## config.mk

```make
export PLATFORM = sky130hd
export DESIGN_NAME = dhsc_top
export DESIGN_NICKNAME = d
export VERILOG_FILES = /design/src/rtl/dhsc_pkg.sv /design/src/rtl/dhsc_counter.sv /design/src/rtl/dhsc_top.sv
export SDC_FILE = /design/constraint.sdc
export NUM_CORES = 1
export LEC_CHECK = 0
export BUFFER_PORTS_ARGS = -buffer_cell sky130_fd_sc_hd__buf_2
export CELL_PAD_IN_SITES_DETAIL_PLACEMENT = 0
export CELL_PAD_IN_SITES_GLOBAL_PLACEMENT = 1
export CORE_MARGIN = 8
export CORE_UTILIZATION = 49
export CTS_BUF_LIST = sky130_fd_sc_hd__clkbuf_2 sky130_fd_sc_hd__clkbuf_4 sky130_fd_sc_hd__clkbuf_8
export DETAILED_ROUTE_END_ITERATION = 10
export PLACE_DENSITY_LB_ADDON = 0.3
export SETUP_SLACK_MARGIN = 0.2
export SYNTH_ARGS = -nofsm -noshare
export SYNTH_HDL_FRONTEND = slang
export SYNTH_HIERARCHICAL = 1
export SYNTH_SLANG_ARGS = --single-unit
```

## constraint.sdc

```tcl
create_clock -name sys_clk -period 4.79 [get_ports sys_clk]
set_input_delay 0.958 -clock sys_clk [delete_from_list [all_inputs] [get_ports sys_clk]]
set_output_delay 0.958 -clock sys_clk [all_outputs]
set_load 0.02 [all_outputs]
```

## src/rtl/dhsc_pkg.sv

```systemverilog
// package for the descriptor hit statistics counters: register addresses, field positions, reset values
// assumes a 32-bit model-specific register address and 64-bit register data
// Overview of operation
// - upper half of counter register is reload value, copied to count on load.
// - reading counter register low half returns the present count.
// - hit is OR of masked match vector for io requests or memory requests.
// - mask low half enables memory descriptor match bits one by one.
// - hits count only for requests that have won arbitration.
// - 16-bit prescale field paces free-running automatic decrements.
// - wrap clear: count stops at zero.
// - wrap set: decrement from zero rolls to all ones.
// - error-on-empty asserts async error while count is zero.
// - management-on-empty asserts async management event while count is zero.
// - free-decrement decrements on prescaled clock ticks, not hits.
// - free decrement pauses on a load cycle and at zero without wrap.
// - error-on-match makes every qualified hit raise async error.
// - decrement-on-match decrements the counter by one per qualified hit.
// - reload-on-match reloads the counter from reload value per qualified hit.
// - management-on-match raises async management event per qualified hit.
package dhsc_pkg;
   localparam int DHSC_NUM_CNT = 3;
   localparam int DHSC_DESC_W = 32;
   localparam logic [31:0] DHSC_BASE_ADDR = 32'h510100a0;
   // per-counter stride and register positions within the group of four
   localparam logic [31:0] DHSC_STRIDE = 32'h00000004;
   localparam logic [1:0] DHSC_OFS_COUNT = 2'h0;
   localparam logic [1:0] DHSC_OFS_FILTER = 2'h1;
   localparam logic [1:0] DHSC_OFS_ACTION = 2'h2;
   localparam logic [31:0] DHSC_ADDR_FILTER_0 = 32'h510100a1;
   localparam logic [31:0] DHSC_ADDR_ACTION_0 = 32'h510100a2;
   localparam logic [31:0] DHSC_ADDR_FILTER_1 = 32'h510100a5;
   localparam logic [31:0] DHSC_ADDR_ACTION_1 = 32'h510100a6;
   localparam logic [31:0] DHSC_ADDR_FILTER_2 = 32'h510100a9;
   localparam logic [31:0] DHSC_ADDR_ACTION_2 = 32'h510100aa;
   localparam int DHSC_RELOAD_LSB = 32;
   localparam int DHSC_IO_MASK_LSB = 32;
   localparam int DHSC_PRESCALE_LSB = 8;
   localparam int DHSC_PRESCALE_W = 16;
   localparam int DHSC_ACT_USED_W = 24;
   localparam int DHSC_BIT_WRAP = 7;
   localparam int DHSC_BIT_ZERO_ERR = 6;
   localparam int DHSC_BIT_SYSMGMT_ON_EMPTY = 5;
   localparam int DHSC_BIT_FREE_DEC = 4;
   localparam int DHSC_BIT_HIT_ERR = 3;
   localparam int DHSC_BIT_SYSMGMT_ON_MATCH = 2;
   localparam int DHSC_BIT_DECREMENT_ON_MATCH = 1;
   localparam int DHSC_BIT_HIT_LOAD = 0;
   localparam logic [63:0] DHSC_RESET_VAL = 64'h0000000000000000;
   localparam logic [31:0] DHSC_COUNT_RESET = 32'h00000000;
   localparam logic [15:0] DHSC_PRESCALE_RESET = 16'h0000;
endpackage

```

## src/rtl/dhsc_counter.sv

```systemverilog
// one statistics counter: hit qualification, prescaler, count update and event outputs
// assumes all inputs are on sys_clk; register values come from the register file in the top
`timescale 1ns/1ps
module dhsc_counter
   import dhsc_pkg::*;
#(
   parameter int DESC_W = DHSC_DESC_W
) (
   // clock and reset
   input wire logic sys_clk,
   input wire logic rst_n,
   // configuration
   input wire logic [63:0] hit_filter,
   input wire logic [DHSC_ACT_USED_W-1:0] action,
   input wire logic [31:0] reload_value,
   input wire logic load_cmd,
   // request decode
   input wire logic req_granted,
   input wire logic io_request_flag,
   input wire logic memory_request_flag,
   input wire logic [DESC_W-1:0] descriptor_match_vector,
   // status
   output logic [31:0] count,
   output logic async_error_out,
   output logic async_sysmgmt_out
);
   logic [DESC_W-1:0] io_descriptor_hit_mask;
   logic [DESC_W-1:0] memory_descriptor_hit_mask;
   logic [15:0] decrement_prescale;
   logic [15:0] prescale_reg;
   logic [31:0] count_reg;
   logic [31:0] count_next;
   logic hit;
   logic tick;
   logic is_zero;
   logic do_load;
   logic do_dec;
   logic wrap;

   assign io_descriptor_hit_mask = hit_filter[DHSC_IO_MASK_LSB +: DESC_W];
   assign memory_descriptor_hit_mask = hit_filter[DESC_W-1:0];
   assign decrement_prescale = action[DHSC_PRESCALE_LSB +: DHSC_PRESCALE_W];
   assign wrap = action[DHSC_BIT_WRAP];

   // hits taken only from granted requests
   assign hit = req_granted
      && ((|(io_descriptor_hit_mask & descriptor_match_vector) && io_request_flag)
      || (|(memory_descriptor_hit_mask & descriptor_match_vector) && memory_request_flag));

   // free-running prescaler, one tick per prescale+1 cycles
   always_ff @(posedge sys_clk or negedge rst_n) begin
      if (!rst_n) begin
         prescale_reg <= DHSC_PRESCALE_RESET;
      end else if (prescale_reg >= decrement_prescale) begin
         prescale_reg <= DHSC_PRESCALE_RESET;
      end else begin
         prescale_reg <= prescale_reg + 16'h0001;
      end
   end
   assign tick = (prescale_reg >= decrement_prescale);

   assign is_zero = (count_reg == 32'h00000000);
   assign do_load = load_cmd || (hit && action[DHSC_BIT_HIT_LOAD]);
   assign do_dec = (hit && action[DHSC_BIT_DECREMENT_ON_MATCH])
      || (tick && action[DHSC_BIT_FREE_DEC]);

   always_comb begin
      count_next = count_reg;
      if (do_load) begin
         count_next = reload_value;
      end else if (do_dec && (!is_zero || wrap)) begin
         count_next = count_reg - 32'h00000001;
      end
   end

   always_ff @(posedge sys_clk or negedge rst_n) begin
      if (!rst_n) begin
         count_reg <= DHSC_COUNT_RESET;
      end else begin
         count_reg <= count_next;
      end
   end

   assign count = count_reg;
   assign async_error_out = (action[DHSC_BIT_ZERO_ERR] && is_zero)
      || (action[DHSC_BIT_HIT_ERR] && hit);
   assign async_sysmgmt_out = (action[DHSC_BIT_SYSMGMT_ON_EMPTY] && is_zero)
      || (action[DHSC_BIT_SYSMGMT_ON_MATCH] && hit);

   chk_zero_stops: assert property (@(posedge sys_clk) disable iff (!rst_n)
      is_zero && !wrap && !do_load |=> is_zero)
      else $error("count left zero without wrap or load");
   chk_wrap_rolls: assert property (@(posedge sys_clk) disable iff (!rst_n)
      is_zero && wrap && do_dec && !do_load |=> count_reg == 32'hffffffff)
      else $error("count did not roll to all ones");
   chk_load_value: assert property (@(posedge sys_clk) disable iff (!rst_n)
      do_load |=> count_reg == $past(reload_value))
      else $error("load did not copy reload value");
   chk_decrement_on_match: assert property (@(posedge sys_clk) disable iff (!rst_n)
      hit && action[DHSC_BIT_DECREMENT_ON_MATCH] && !do_load && !is_zero
      |=> count_reg == $past(count_reg) - 32'h00000001)
      else $error("hit did not decrement count");
   chk_no_grant: assert property (@(posedge sys_clk) disable iff (!rst_n)
      !req_granted && !load_cmd && !(tick && action[DHSC_BIT_FREE_DEC])
      |=> count_reg == $past(count_reg))
      else $error("count moved without a granted request");
   chk_zero_err: assert property (@(posedge sys_clk) disable iff (!rst_n)
      action[DHSC_BIT_ZERO_ERR] && is_zero |-> async_error_out)
      else $error("no error at zero");
   chk_sysmgmt_on_empty: assert property (@(posedge sys_clk) disable iff (!rst_n)
      action[DHSC_BIT_SYSMGMT_ON_EMPTY] && is_zero |-> async_sysmgmt_out)
      else $error("no management event at zero");
   chk_hit_err: assert property (@(posedge sys_clk) disable iff (!rst_n)
      hit && action[DHSC_BIT_HIT_ERR] |-> async_error_out)
      else $error("no error on hit");
   chk_sysmgmt_on_match: assert property (@(posedge sys_clk) disable iff (!rst_n)
      hit && action[DHSC_BIT_SYSMGMT_ON_MATCH] |-> async_sysmgmt_out)
      else $error("no management event on hit");
   chk_free_pace: assert property (@(posedge sys_clk) disable iff (!rst_n)
      action[DHSC_BIT_FREE_DEC] && !action[DHSC_BIT_DECREMENT_ON_MATCH] && !do_load && !tick
      |=> count_reg == $past(count_reg))
      else $error("free decrement off a prescale tick");
endmodule // dhsc_counter

```

## src/rtl/dhsc_top.sv

```systemverilog
// three descriptor hit statistics counters behind the model-specific register port
// assumes register accesses and request decode come from logic on sys_clk; reads are combinational
`timescale 1ns/1ps
module dhsc_top
   import dhsc_pkg::*;
#(
   parameter int DESC_W = DHSC_DESC_W
) (
   // clock and reset
   input wire logic sys_clk,
   input wire logic rst_n,
   // model-specific register port
   input wire logic [31:0] msr_addr,
   input wire logic msr_wr,
   input wire logic [63:0] msr_wdata,
   output logic [63:0] msr_rdata,
   output logic msr_hit,
   // request decode
   input wire logic req_granted,
   input wire logic io_request_flag,
   input wire logic memory_request_flag,
   input wire logic [DESC_W-1:0] descriptor_match_vector,
   // events
   output logic async_error_out,
   output logic async_sysmgmt_out
);
   logic [63:0] filter_reg [DHSC_NUM_CNT];
   logic [63:0] action_reg [DHSC_NUM_CNT];
   logic [31:0] reload_reg [DHSC_NUM_CNT];
   logic [31:0] count_w [DHSC_NUM_CNT];
   logic [DHSC_NUM_CNT-1:0] err_w;
   logic [DHSC_NUM_CNT-1:0] smi_w;
   logic [DHSC_NUM_CNT-1:0] load_w;

   function automatic logic sel(input logic [31:0] addr, input int idx, input logic [1:0] ofs);
      sel = (addr == DHSC_BASE_ADDR + DHSC_STRIDE * 32'(idx) + {30'h0, ofs});
   endfunction

   genvar g;
   for (g = 0; g < DHSC_NUM_CNT; g++) begin : gen_cnt
      always_ff @(posedge sys_clk or negedge rst_n) begin
         if (!rst_n) begin
            filter_reg[g] <= DHSC_RESET_VAL;
            action_reg[g] <= DHSC_RESET_VAL;
            reload_reg[g] <= DHSC_COUNT_RESET;
         end else begin
            if (msr_wr && sel(msr_addr, g, DHSC_OFS_FILTER)) begin
               filter_reg[g] <= msr_wdata;
            end
            // reserved action bits kept as written, software writes back as read
            if (msr_wr && sel(msr_addr, g, DHSC_OFS_ACTION)) begin
               action_reg[g] <= msr_wdata;
            end
            if (msr_wr && sel(msr_addr, g, DHSC_OFS_COUNT)) begin
               reload_reg[g] <= msr_wdata[DHSC_RELOAD_LSB +: 32];
            end
         end
      end
      // writing the counter register commands a load of the written reload value
      assign load_w[g] = msr_wr && sel(msr_addr, g, DHSC_OFS_COUNT);

      dhsc_counter #(.DESC_W(DESC_W)) u_cnt (
         .sys_clk(sys_clk),
         .rst_n(rst_n),
         .hit_filter(filter_reg[g]),
         .action(action_reg[g][DHSC_ACT_USED_W-1:0]),
         .reload_value(load_w[g] ? msr_wdata[DHSC_RELOAD_LSB +: 32] : reload_reg[g]),
         .load_cmd(load_w[g]),
         .req_granted(req_granted),
         .io_request_flag(io_request_flag),
         .memory_request_flag(memory_request_flag),
         .descriptor_match_vector(descriptor_match_vector),
         .count(count_w[g]),
         .async_error_out(err_w[g]),
         .async_sysmgmt_out(smi_w[g])
      );
   end

   always_comb begin
      msr_rdata = 64'h0000000000000000;
      msr_hit = 1'b0;
      for (int i = 0; i < DHSC_NUM_CNT; i++) begin
         if (sel(msr_addr, i, DHSC_OFS_COUNT)) begin
            msr_rdata = {reload_reg[i], count_w[i]};
            msr_hit = 1'b1;
         end
         if (sel(msr_addr, i, DHSC_OFS_FILTER)) begin
            msr_rdata = filter_reg[i];
            msr_hit = 1'b1;
         end
         if (sel(msr_addr, i, DHSC_OFS_ACTION)) begin
            msr_rdata = action_reg[i];
            msr_hit = 1'b1;
         end
      end
   end

   assign async_error_out = |err_w;
   assign async_sysmgmt_out = |smi_w;

   chk_read_count: assert property (@(posedge sys_clk) disable iff (!rst_n)
      sel(msr_addr, 0, DHSC_OFS_COUNT) |-> msr_rdata[31:0] == count_w[0])
      else $error("counter read does not show count");
endmodule // dhsc_top

```

# [Word level (Yosys, flattened, before mapping)]
# Index checks and enable logic that the tools add are counted.
[totals] register_bits=624 inputBits=134 output_inout_bits=67 elab_cells=146
[op_classes] n_addsub=6 n_lt_le_gt_ge=3 eq_ne=9 muxes=30 n_bitwise=6 n_reduce_logical=77
[ops] operator="$mux 64" n=9
[ops] operator="$eq 32x31->1 const B" n=9
[ops] operator="$mux 32" n=9
[ops] operator="$and 32x32->32" n=6
[ops] operator="$reduce_or 32->1" n=6
[ops] operator="$logic_not 32->1" n=3
[ops] operator="$sub 32x1->32 const B" n=3
[ops] operator="$add 16x1->16 const B" n=3
[ops] operator="$ge 16x16->1" n=3
[ops] operator="$mux 16" n=3
[ops] operator="$logic_and 1x1->1" n=42
[ops] operator="$logic_or 1x1->1" n=18
[ops] operator="$mux 1" n=9
[ops] operator="$reduce_bool 2->1" n=3
[ops] operator="$reduce_or 3->1" n=2
[ops] operator="$logic_not 1->1" n=3

# [Logic depth before layout (Yosys ltp)]
[logic_depth] word_depth=10 mapped_depth=13 depth_no_buf=9

# [By module]
# Netlist, hierarchy kept.
[by_module_without_submodules] mod="dhsc_top" n_inst=1 cells_each=1705 area_each_um2=22029.9 seq_area_each_um2=12011.5
[by_module_without_submodules] mod="dhsc_counter at gen_cnt[0].u_cnt ..." n_inst=2 cells_each=409 area_each_um2=3508.4 seq_area_each_um2=1201.2
[by_module_without_submodules] mod="dhsc_counter at gen_cnt[2].u_cnt" n_inst=1 cells_each=422 area_each_um2=3585.9 seq_area_each_um2=1201.2

# [Worst setup path before layout]
# Ideal clock, no wire load.
[synth_path] path_kind="in2out" startpoint="input port msr_addr[26]" endpoint="output port msr_rdata[13]" arrival_time_ns=2.926 t_required_ns=3.832 slack_ns=0.906 cell_stages=7 path_buffers=1 path_cell_list="nor4b_2 -> nand2_2 -> nor3_4 -> clkbuf_1 -> a22o_1 -> a2111oi_0 -> o21ai_0"
[synth_via] elab_chain_len=10 word_cells_on_any_way=18 cone_classes="eq/ne (9); mux (9)"
[synth_rtl] item="start: declaration" line="dhsc_top.sv:13" source="input wire logic [31:0] msr_addr,"
[synth_rtl] item="$eq 32x31->1" line="dhsc_top.sv:36" source="sel = (addr == DHSC_BASE_ADDR + DHSC_STRIDE * 32'(idx) + {30'h0, ofs});"
[synth_rtl] item="$mux 64" line="dhsc_top.sv:83" source="if (sel(msr_addr, i, DHSC_OFS_COUNT)) begin"
[synth_rtl] item="$mux 64" line="dhsc_top.sv:87" source="if (sel(msr_addr, i, DHSC_OFS_FILTER)) begin"
[synth_rtl] item="$mux 64" line="dhsc_top.sv:91" source="if (sel(msr_addr, i, DHSC_OFS_ACTION)) begin"
[synth_rtl] item="$mux 64" line="dhsc_top.sv:83"
[synth_rtl] item="$mux 64" line="dhsc_top.sv:87"
[synth_rtl] item="$mux 64" line="dhsc_top.sv:91"
[synth_rtl] item="$mux 64" line="dhsc_top.sv:83"
[synth_rtl] item="$mux 64" line="dhsc_top.sv:87"
[synth_rtl] item="$mux 64 *" line="dhsc_top.sv:91"
[synth_rtl] item="end: declaration" line="dhsc_top.sv:16" source="output logic [63:0] msr_rdata,"
# Every way passes the cells marked *; elsewhere a longest branch is shown, timed or not.

# [Worst setup path after layout]
[layout_path] startpoint="input port descriptor_match_vector[24]" endpoint="output port async_error_out"
[layout_via] elab_chain_len=8 word_cells_on_any_way=31 cone_classes="bitwise (6); reduce/logical (25)"
[layout_rtl] item="start: declaration" line="dhsc_top.sv:22" source="input wire logic [DESC_W-1:0] descriptor_match_vector,"
[layout_rtl] item="$and 32x32->32, on equally long branches" line="dhsc_counter.sv:47, dhsc_counter.sv:48"
[layout_rtl] item="$reduce_or 32->1, on equally long branches" line="dhsc_counter.sv:47, dhsc_counter.sv:48"
[layout_rtl] item="$logic_and 1x1->1, on equally long branches" line="dhsc_counter.sv:47, dhsc_counter.sv:48"
[layout_rtl] item="$logic_or 1x1->1 *" line="dhsc_counter.sv:48" source="|| (|(memory_descriptor_hit_mask & descriptor_match_vector) && memory_request_flag));"
[layout_rtl] item="$logic_and 1x1->1 *" line="dhsc_counter.sv:47" source="&& ((|(io_descriptor_hit_mask & descriptor_match_vector) && io_request_flag)"
[layout_rtl] item="$logic_and 1x1->1 *" line="dhsc_counter.sv:86" source="|| (action[DHSC_BIT_HIT_ERR] && hit);"
[layout_rtl] item="$logic_or 1x1->1 *" line="dhsc_counter.sv:86"
[layout_rtl] item="named net err_w[2]" line="dhsc_top.sv:31" source="logic [DHSC_NUM_CNT-1:0] err_w;"
[layout_rtl] item="$reduce_or 3->1 *" line="dhsc_top.sv:98" source="assign async_error_out = |err_w;"
[layout_rtl] item="end: declaration" line="dhsc_top.sv:24" source="output logic async_error_out,"
# The timed path passes the listed nets; every way through them passes the cells marked *.

==> flow_metrics.env <==
export IMPL_outcome="complete, no violations"
export IMPL_grt_pass1_vias=27630
export IMPL_synth_warnings=6
export IMPL_crit_path_max_fanout=6
export IMPL_yosysTopAreaCell="dfrtp_1"
export IMPL_clockRootBuffer="clkbuf_8"
export IMPL_vias=28320
export IMPL_cts_resized=0
export IMPL_period_minus_slack_ps=4539
export IMPL_ant_nets=0
export IMPL_ys_seq_elements=624
export IMPL_place_congestion=0.9591
export IMPL_area_growth_pct=13.47
export IMPL_die_area_mm2=0.07511
export IMPL_cap_viol_max_count=0
export IMPL_cts_made_buffers=108
export IMPL_postPlaceCellArea_mm2=0.03479
export IMPL_worstHoldPathType="in2async"
export IMPL_seqCellArea_mm2=0.01562
export IMPL_stdcell_area_mm2=0.03703
export IMPL_syn_area_mm2=0.03263
export IMPL_die_x_um=274.1
export IMPL_clkTransAtPathRegs_ps=60
export IMPL_fillers=5786
export IMPL_finalSetupViolCount=0
export IMPL_async_flop_share=1.000
export IMPL_die_h_um=274.1
export IMPL_p_leak_nw=17.76
export IMPL_critPathCaptureType="output pin"
export IMPL_cts_setup_buffers=0
export IMPL_dr_pass1_iters=7
export IMPL_tritoncts="done"
export IMPL_antenna_found_initial=12
export IMPL_drt_total_wl_mm=138.1
export IMPL_crit_arrival_ps=3580
export IMPL_tns_ps=0
export IMPL_drtIter0Drc=4053
export IMPL_power_density_mw_per_mm2=293.7
export IMPL_period_share=0.9477
export IMPL_io_buffers=200
export IMPL_clock_latency_ps=740
export IMPL_synth_area_top_cells="dfrtp_1 (48%), mux2_2 (16%), a22oi_1 (4.5%)"
export IMPL_path_common_cell="buf_2"
export IMPL_num_rows=94
export IMPL_yosysUniqueCellTypes=91
export IMPL_wl_per_cell_um=33.70
export IMPL_cts_sinks=624
export IMPL_syn_area_per_cell_um2=11.08
export IMPL_layout_drive_gt1_share=0.3128
export IMPL_path_class="in2out"
export IMPL_peakVddDrop_mv=0.1644
export IMPL_ys_flop_type="dfrtp_1"
export IMPL_hold_viol=0
export IMPL_ios=201
export IMPL_crit_path_start_kind="input pin"
export IMPL_drc=0
export IMPL_synth_commonest_cells="dfrtp_1 (624), mux2_2 (467), nand2_1 (247)"
export IMPL_dpl_cell_count=3908
export IMPL_instances_no_fill=4098
export IMPL_synth_most_common_cell="dfrtp_1"
export IMPL_grt_ovfl_total=0
export IMPL_multiInputGateArea_mm2=0.01604
export IMPL_final_nets=3345
export IMPL_ys_seq_area_frac=0.4785
export IMPL_crit_path_top_delay_cell="or3_1"
export IMPL_clock_path_buffers=3
export IMPL_core_area_mm2=0.06586
export IMPL_required_ps=3830
export IMPL_syn_nets=3136
export IMPL_yosysTopAreaCellShare=0.4785
export IMPL_initial_core_util=0.4955
export IMPL_drt_vias_per_instance=6.910
export IMPL_slew_headroom=0.1922
export IMPL_grt_max_degree=109
export IMPL_hold_buffers=0
export IMPL_grt_usage=0.3597
export IMPL_slew_violations=0
export IMPL_synth_edf_count=0
export IMPL_slowest_delay_ps=450
export IMPL_grt_pass1_wl_mm=198.2
export IMPL_tightest_slew_ps=1212
export IMPL_cts_htree_levels=3
export IMPL_fmax_mhz=220.3
export IMPL_dpl_hpwl_mm=101.6
export IMPL_synth_cells=2945
export IMPL_crit_chain="buf_2 > a22oi_1 > nand4_1 > nor4_1 > o22ai_1 > a22o_1 > or3_1 > buf_2"
export IMPL_fin_worst_skew_ps=31.52
export IMPL_grt_setup_unrepaired="false"
-- cells in the final DEF, fill, tap and decap left out, types with 70 or more instances in the layout --
cell type,instances
clkbuf_8,128
nand2_1,246
o21ai_0,73
a31oi_1,72
dfrtp_1,624
a22oi_1,195
mux2_2,467
nor2_1,165
buf_2,199
inv_1,70
-- report_power, final --
part / leakage [nW] / switching, mW / internal [mW]
combinational: 7.88 / 0.393 / 0.0836
sequential: 8.69 / 0.000000135 / 5.27
clock: 1.19 / 2.33 / 2.80
total: 17.8 / 2.72 / 8.15
-- cell type report --
class / count / share of cell area
diodes: 5 / 0.0003379
clock buffers: 171 / 0.05630
clock inverters: 14 / 0.003379
inverters: 72 / 0.007299
multi-input cells: 2073 / 0.4332
flip-flops and latches: 624 / 0.4217
well taps: 864 / 0.02920
repair buffers: 275 / 0.04859
-- path summary, 6_finish.rpt --
check,depth (start not counted),startpoint,slack [ps],end
max,8,descriptor_match_vector[24],250,async_error_out
min,1,rst_n,300,action_reg[107]$_DFFE_PN0P_
max reg2reg,10,action_reg[19]$_DFFE_PN0P_,1130,gen_cnt[2].u_cnt/count[27]$_DFFE_PN0P_
min reg2reg,1,action_reg[165]$_DFFE_PN0P_,500,action_reg[165]$_DFFE_PN0P_
max in group asynchronous,2,rst_n,3340,reload_reg[86]$_DFF_PN0_
min in group sys_clk,1,action_reg[165]$_DFFE_PN0P_,500,action_reg[165]$_DFFE_PN0P_
-- worst max-delay path: cells and delay by family --
family / cells / cell delay [ps]
AOI/OAI and AO/OA: 3 / 1060
buffers and inverters: 2 / 450
and+or+nand+nor: 3 / 1110
-- through the flow --
stage	hold WS [ps]	utilization	power [mW]	setup slack (ps)
2_1_floorplan	442.9	-	5.433	906.0
3_3_place_gp	479.9	0.5283	5.817	320.9
3_5_place_dp	485.0	0.5283	5.822	330.0
4_1_cts	331.0	0.5618	10.90	252.5
5_1_grt	365.8	0.5621	11.16	200.6
6_report	298.8	0.5622	10.87	250.6
-- cell families after synthesis --
kind of cell | Yosys count | share of synthesized area
AOI/OAI and AO/OA | 689 | 0.1588
xor gates and xnor gates | 40 | 0.01074
DFF | 624 | 0.4785
muxes | 480 | 0.1654
and+or+nand+nor | 807 | 0.1314
buffers and inverters | 248 | 0.03332
adders and majority gates | 57 | 0.02185
-- metal layers --
metal	routed length, um	part of all wire	global-route usage
met5	13	0.000094	0
met4	6885	0.050	0.1664
met3	17640	0.13	0.1143
met2	57630	0.42	0.5132
met1	55940	0.41	0.4948
(Power assumes the default switching activity.)
